### src/verilog/mqe_regs.svh
// Constants for the multi-queue expansion and configuration block.
`ifndef MQE_REGS_SVH
`define MQE_REGS_SVH

// ****************************************************************
// Address layout
// ****************************************************************
`define MQE_ADDR_W      8
`define MQE_DEV_BITS    3
`define MQE_QUEUE_BITS  5
`define MQE_DEV_MSB     7
`define MQE_DEV_LSB     5

// ****************************************************************
// Status bus layout
// ****************************************************************
`define MQE_QUADS       4
`define MQE_QUAD_W      8

// ****************************************************************
// Data and strap layout
// ****************************************************************
`define MQE_DATA_W      18
`define MQE_STRAP_W     6
`define MQE_STRAP_ID_LSB 0
`define MQE_STRAP_IW    3
`define MQE_STRAP_PRI   4
`define MQE_STRAP_POLL  5
`define MQE_ID_RST      3'h0

`endif

### src/verilog/mqe_pkg.sv
// Types shared by the multi-queue expansion and configuration block.
package mqe_pkg;

  // One-hot states of the polled status quadrant sequencer.
  typedef enum logic [4:0] {
    MQE_IDLE = 5'h01,
    MQE_Q1   = 5'h02,
    MQE_Q2   = 5'h04,
    MQE_Q3   = 5'h08,
    MQE_Q4   = 5'h10
  } mqe_poll_e;

endpackage : mqe_pkg

### src/verilog/mqe_config.sv
// Strap capture, queue address decode, status ring and read bus control.
`timescale 1ns/1ps
`include "mqe_regs.svh"

module mqe_config #(
  parameter int ADDR_W = `MQE_ADDR_W,
  parameter int QUADS  = `MQE_QUADS,
  parameter int QUAD_W = `MQE_QUAD_W,
  parameter int DATA_W = `MQE_DATA_W
) (
  input  wire logic                    ref_clk,
  input  wire logic                    rst_n,
  input  wire logic [2:0]              device_select_code,
  input  wire logic                    input_width_strap,
  input  wire logic                    primary_role_strap,
  input  wire logic                    poll_mode_strap,
  input  wire logic                    flag_chain_token_in,
  output logic                         flag_chain_token_out,
  input  wire logic [QUADS*QUAD_W-1:0] quad_status_flags,
  output logic [QUAD_W-1:0]            almost_full_status_bus,
  output logic                         almost_full_status_bus_oe,
  output logic                         status_bus_sync,
  input  wire logic [ADDR_W-1:0]       write_queue_address,
  input  wire logic                    write_address_en,
  output logic                         write_select,
  output logic [4:0]                   write_queue_index,
  input  wire logic [ADDR_W-1:0]       read_queue_address,
  input  wire logic                    read_address_en,
  input  wire logic                    null_queue_select,
  output logic                         read_select,
  output logic                         read_null_select,
  output logic [4:0]                   read_queue_index,
  input  wire logic                    output_enable_n,
  input  wire logic [DATA_W-1:0]       read_data_in,
  output logic [DATA_W-1:0]            read_data_out,
  output logic                         read_data_oe,
  output logic                         input_is_9bit,
  output logic                         is_primary,
  output logic                         poll_mode
);

  // ****************************************************************
  // Elaboration checks
  // ****************************************************************
  if (ADDR_W != `MQE_DEV_BITS + `MQE_QUEUE_BITS || QUADS != 4 || QUAD_W < 1) begin : g_bad
    $error("mqe_config supports an 8-bit address and four quadrants only.");
  end

  // ****************************************************************
  // Strap capture
  // ****************************************************************
  logic [`MQE_STRAP_W-1:0] strap_sync;
  logic [2:0]              id_q, id_d;
  logic                    iw_q, iw_d, pri_q, pri_d, poll_q, poll_d;

  mqe_sync2 #(.WIDTH(`MQE_STRAP_W)) u_strap_sync (
    .ref_clk  (ref_clk),
    .async_in ({poll_mode_strap, primary_role_strap, input_width_strap, device_select_code}),
    .sync_out (strap_sync)
  );

  // Straps follow the synchroniser while reset is low and freeze at release.
  always_comb begin
    id_d   = id_q;
    iw_d   = iw_q;
    pri_d  = pri_q;
    poll_d = poll_q;
    if (!rst_n) begin
      id_d   = strap_sync[`MQE_STRAP_ID_LSB +: 3];
      iw_d   = strap_sync[`MQE_STRAP_IW];
      pri_d  = strap_sync[`MQE_STRAP_PRI];
      poll_d = strap_sync[`MQE_STRAP_POLL];
    end
  end

  // Strap registers.
  always_ff @(posedge ref_clk) begin
    id_q   <= id_d;
    iw_q   <= iw_d;
    pri_q  <= pri_d;
    poll_q <= poll_d;
  end

  assign input_is_9bit = iw_q;
  assign is_primary    = pri_q;
  assign poll_mode     = poll_q;

  // ****************************************************************
  // Queue address decode
  // ****************************************************************
  logic       wr_hit, rd_hit;
  logic       wsel_q, wsel_d, rsel_q, rsel_d, rnull_q, rnull_d, owned_q, owned_d;
  logic [4:0] widx_q, widx_d, ridx_q, ridx_d;

  // Any identity value is compared the same way, whatever the chain order.
  assign wr_hit = write_address_en &&
                  write_queue_address[`MQE_DEV_MSB:`MQE_DEV_LSB] == id_q;
  assign rd_hit = read_address_en &&
                  read_queue_address[`MQE_DEV_MSB:`MQE_DEV_LSB] == id_q;

  // Selections give one-cycle pulses; read ownership follows the last read selection.
  always_comb begin
    wsel_d  = wr_hit;
    rsel_d  = rd_hit && !null_queue_select;
    rnull_d = rd_hit && null_queue_select;
    widx_d  = wr_hit ? write_queue_address[`MQE_QUEUE_BITS-1:0] : widx_q;
    ridx_d  = rd_hit ? read_queue_address[`MQE_QUEUE_BITS-1:0] : ridx_q;
    owned_d = read_address_en ? rd_hit : owned_q;
    if (!rst_n) begin
      wsel_d  = 1'b0;
      rsel_d  = 1'b0;
      rnull_d = 1'b0;
      widx_d  = 5'h00;
      ridx_d  = 5'h00;
      owned_d = 1'b0;
    end
  end

  // Decode registers.
  always_ff @(posedge ref_clk) begin
    wsel_q  <= wsel_d;
    rsel_q  <= rsel_d;
    rnull_q <= rnull_d;
    widx_q  <= widx_d;
    ridx_q  <= ridx_d;
    owned_q <= owned_d;
  end

  assign write_select      = wsel_q;
  assign write_queue_index = widx_q;
  assign read_select       = rsel_q;
  assign read_null_select  = rnull_q;
  assign read_queue_index  = ridx_q;

  // ****************************************************************
  // Polled status quadrant ring
  // ****************************************************************
  mqe_pkg::mqe_poll_e state_q, state_d;
  logic               start_q, start_d;
  logic [QUAD_W-1:0]  bus_q, bus_d;

  // The master opens the ring after reset; others wait for the token.
  always_comb begin
    state_d = state_q;
    start_d = 1'b0;
    bus_d   = bus_q;
    case (state_q)
      mqe_pkg::MQE_IDLE: begin
        if (poll_q && (flag_chain_token_in || (start_q && pri_q))) begin
          state_d = mqe_pkg::MQE_Q1;
        end
      end
      mqe_pkg::MQE_Q1: state_d = mqe_pkg::MQE_Q2;
      mqe_pkg::MQE_Q2: state_d = mqe_pkg::MQE_Q3;
      mqe_pkg::MQE_Q3: state_d = mqe_pkg::MQE_Q4;
      mqe_pkg::MQE_Q4: begin
        state_d = flag_chain_token_in ? mqe_pkg::MQE_Q1 : mqe_pkg::MQE_IDLE;
      end
      default: state_d = mqe_pkg::MQE_IDLE;
    endcase
    case (state_d)
      mqe_pkg::MQE_Q1: bus_d = quad_status_flags[0*QUAD_W +: QUAD_W];
      mqe_pkg::MQE_Q2: bus_d = quad_status_flags[1*QUAD_W +: QUAD_W];
      mqe_pkg::MQE_Q3: bus_d = quad_status_flags[2*QUAD_W +: QUAD_W];
      mqe_pkg::MQE_Q4: bus_d = quad_status_flags[3*QUAD_W +: QUAD_W];
      default:         bus_d = bus_q;
    endcase
    if (!rst_n) begin
      state_d = mqe_pkg::MQE_IDLE;
      start_d = 1'b1;
      bus_d   = '0;
    end
  end

  // Ring registers.
  always_ff @(posedge ref_clk) begin
    state_q <= state_d;
    start_q <= start_d;
    bus_q   <= bus_d;
  end

  // Only the device holding the token drives the shared status bus.
  assign almost_full_status_bus    = bus_q;
  assign almost_full_status_bus_oe = state_q != mqe_pkg::MQE_IDLE;
  assign status_bus_sync           = state_q == mqe_pkg::MQE_Q1;
  assign flag_chain_token_out      = state_q == mqe_pkg::MQE_Q4;

  // ****************************************************************
  // Read data bus three-state control
  // ****************************************************************
  logic [DATA_W-1:0] rdata_q, rdata_d;

  // Read data are registered every cycle.
  always_comb begin
    rdata_d = rst_n ? read_data_in : '0;
  end

  // Read data register.
  always_ff @(posedge ref_clk) begin
    rdata_q <= rdata_d;
  end

  // The enable path is combinational from the pin, so it needs no clock.
  assign read_data_out = rdata_q;
  assign read_data_oe  = (pri_q || owned_q) && !output_enable_n;
endmodule : mqe_config

### src/verilog/mqe_sync2.sv
// Two flip-flop synchroniser for asynchronous strap levels.
`timescale 1ns/1ps

module mqe_sync2 #(
  parameter int WIDTH = 1
) (
  input  wire logic             ref_clk,
  input  wire logic [WIDTH-1:0] async_in,
  output logic      [WIDTH-1:0] sync_out
);

  // ****************************************************************
  // Elaboration check
  // ****************************************************************
  if (WIDTH < 1) begin : g_bad_width
    $error("mqe_sync2 needs a width of at least one bit.");
  end

  logic [WIDTH-1:0] meta_q;
  logic [WIDTH-1:0] meta_d;
  logic [WIDTH-1:0] sync_q;
  logic [WIDTH-1:0] sync_d;

  // Only the second stage reads the first stage. There is no reset, so the straps
  // reach the capture registers while full reset is held low.
  always_comb begin
    meta_d = async_in;
    sync_d = meta_q;
  end

  // Both stages register on every rising edge.
  always_ff @(posedge ref_clk) begin
    meta_q <= meta_d;
    sync_q <= sync_d;
  end

  assign sync_out = sync_q;

endmodule : mqe_sync2

### config.mk
export PLATFORM = sky130hd
export DESIGN_NAME = mqe_config
export DESIGN_NICKNAME = d
export VERILOG_FILES = /design/src/verilog/mqe_pkg.sv /design/src/verilog/mqe_config.sv /design/src/verilog/mqe_sync2.sv
export VERILOG_INCLUDE_DIRS = /design/src /design/src/verilog
export SDC_FILE = /design/constraint.sdc
export NUM_CORES = 1
export LEC_CHECK = 0
export ABC_AREA = 1
export BUFFER_PORTS_ARGS = -buffer_cell sky130_fd_sc_hd__buf_2
export CAP_MARGIN = 20
export CORE_ASPECT_RATIO = 1.25
export CORE_UTILIZATION = 40
export DETAILED_ROUTE_END_ITERATION = 16
export GPL_ROUTABILITY_DRIVEN = 1
export GPL_TIMING_DRIVEN = 0
export PLACE_DENSITY = 0.73
export SLEW_MARGIN = 5
export SYNTH_ARGS = -nofsm -noshare
export SYNTH_HDL_FRONTEND = slang
export SYNTH_SLANG_ARGS = --single-unit
### constraint.sdc
create_clock -name ref_clk -period 1.3 [get_ports ref_clk]
set_input_delay 0.26 -clock ref_clk [delete_from_list [all_inputs] [get_ports ref_clk]]
set_output_delay 0.26 -clock ref_clk [all_outputs]
set_load 0.01 [all_outputs]
==> metrics.txt <==
Die Footprint=about 0.0063 mm^2; net count after synthesis=364; initial antenna violation count=0; Yosys top cell by area=dfxtp_1; Req. time, crit path=1.04 ns; DR WL met2=between 3 and 4 mm; # nets final=around 530; Least-Margin Pin Slew=0.444 ns; area share of the largest cell type after synthesis=approximately 50%; sequential element share of the synthesized area=56.1%; Max Clock Freq=697 MHz; CTS Root Cell=clkbuf_8; final WL=6.33 mm; core area=between 0.005 and 0.006 mm^2; FP Rows=31; Worst-path clk slew=0.07 ns; top post-synthesis cells by count=dfxtp_1, nor2_1, nand2_1; HPWL Detailed=4.11 mm; CTS buffer count=9; Unique masters post-synth=23; Post-synth top flop=dfxtp_1; Mean Syn Cell Area=8.39 um^2; Syn. warnings=0; total power=0.00441 W; vias=2437; type of origin of the critical path=flop; clock sinks=64; CTS tree=yes; endpoints failing setup=11; Boundary Pins=125; Peak VDD IR=~810 uV; H-tree lvl count=3; setup slack after layout=-0.135 ns; Worst EP arrival=between 1 and 1.5 ns; Max Used Layer=met4; Final ANT Viol Nets=0; Max Cap Viol=0; Initial DRT Pass Iterations=11; RePlAce Congestion=0.790; RSZ-0062 raised after global routing=yes; crit end category=output pin; worst-case clock buffer depth=2; GRT overflow=0; Worst slew margin=roughly 70%; LEAKAGE=1.99 nW; total track usage=17.3%; failing checks=design-rule violations, negative setup slack; Seq cells post-synth=64; die width=71.1 um; pins over their slew limit=0; clk_skew=around 0.0076 ns; outcome=finished with violations; Final Util=64.8%; met3 wire len=approximately 380 um; synthesized area=0.00239 mm^2; Fill cells=495; CP max FO=3; vias in the first global route=~2100; crit share post-route=110%; worst skew pair latency=0.32 ns; Inst Count DP=475; fin crit period=between 1 and 1.5 ns; share of layout cells above drive strength 1=48.6%; chip height=88.4 um; routed length per instance=approximately 12 um; # port buffers=124; largest net degree at the start of global routing=17; number of synthesized flops with an enable pin=6; Hold Violations, Final=0; Via density=between 4 and 5; Area Growth Syn to Fin=56.8%; non-filler cells, final=517; first-pass GRT wire length=8.49 mm; n_diodes=0; initial cell density of the core=41.4%; Met1 Wirelength=around 2.4 mm; Synth async-reset ratio=0%; largest cells by area after synthesis=dfxtp_1, nor2_1, nand2_1, edfxtp_1, nand4_1; worst setup path category=reg -> out; Hold WC Path Type=in -> reg; DRC violations left=4; PD cells=1180 mW/mm^2; top-count cell post-synth=dfxtp_1; Mapped Cells=285; CTS Hold Bufs=0; Starting DRT DRC Count=between 90 and 100
[metal layers]
layer | GRT usage (%) | vias to the layer above
li1 | - | 1239
met1 | 18.3 | 1077
met2 | 32.0 | 105
met3 | 4.21 | 16
met4 | 9.45 | 0
met5 | 0 | -
[worst paths after layout]
check | from | end | slack (ns) | depth (start not counted)
hold reg to reg | u_strap_sync.meta_q[1] | u_strap_sync.sync_out[1] | 0.33 | 0
setup / recovery | state_q[2] | status_bus_sync | -0.14 | 4
setup reg to reg | state_q[4] | almost_full_status_bus[3] | -0.09 | 10
hold / removal | primary_role_strap | u_strap_sync.meta_q[4] | 0.03 | 1
[report_power, final]
group | switching, W | total (W) | internal [W]
logic | 0.000270 | 0.000515 | 0.000245
clock network | 0.000758 | 0.00176 | 0.00100
registers | 0.0000403 | 0.00213 | 0.00209
[layout make-up]
class                      count  area [um^2]  area share, %
sequential                    64         1360           36.2
multi-input combinational    176         1010           26.9
inverter                      41          159           4.24
timing repair buffer         146          857           22.9
tap                           66         82.6           2.20
clock inverter                 6         66.3           1.77
buffer                         8         71.3           1.90
clock buffer                  10          149           3.97
[state kept, by name, summed over array words and instances (netlist names), 3 cells and up]
| register | count |
|---|---|
| u_strap_sync.meta_q | 6 |
| almost_full_status_bus | 8 |
| u_strap_sync.sync_out | 6 |
| state_q | 5 |
| write_queue_index | 5 |
| id_q | 3 |
| read_data_out | 18 |
| read_queue_index | 5 |
[through the flow]
step	setup TNS, ns	setup WS [ns]	hold slack (ns)	area, um^2
after CTS	-0.575	-0.105	0.0151	3510
after global routing	-1.62	-0.195	0.0208	3750
final	-0.752	-0.135	0.0299	3750
after detailed placement	-5.17	-0.369	0.312	3120
after global placement	-4.07	-0.326	0.312	3120
after floorplan	0	0.00805	0.288	2420
[placed cells by master, fill, tap and decap left out, drive strengths merged]
cell type | netlist | routed
a21oi | 10 | 10
and2 | 1 | 1
buf | 6 | 151
bufinv | 0 | 1
clkbuf | 2 | 12
clkdlybuf4s15 | 0 | 1
clkinv | 0 | 5
dfxtp | 58 | 58
edfxtp | 6 | 6
inv | 41 | 41
nand2 | 52 | 52
nand3 | 12 | 14
nand4 | 25 | 25
nor2 | 56 | 58
o21ai | 11 | 11
o22ai | 2 | 2
o31ai | 1 | 1
xor2 | 2 | 2
[timing repair]
action / in CTS / in global routing
endpoints found under the setup margin: 24 / 25
gates cloned: 2 / 2
setup buffers: 12 / 10
pin swaps: 8 / 24
resized for setup: 20 / 43
[worst max-delay path, cell delays in order (launching register included)]
cell	delay, ns
dfxtp_4	0.36
nor2_4	0.17
nand4_4	0.13
inv_2	0.10
buf_6	0.10
[logic make-up (layout without fill, tap and decap cells)]
group                     after synthesis  in the layout  synth area share, %
and+or+nand+nor                       146            150                 29.4
DFF                                    64             64                 56.1
AOI/OAI and AO/OA                      24             24                 5.86
buffers and inverters                  49            211                 7.91
xor gates and xnor gates                2              2                0.733
Power figures use the tool's default switching activity.
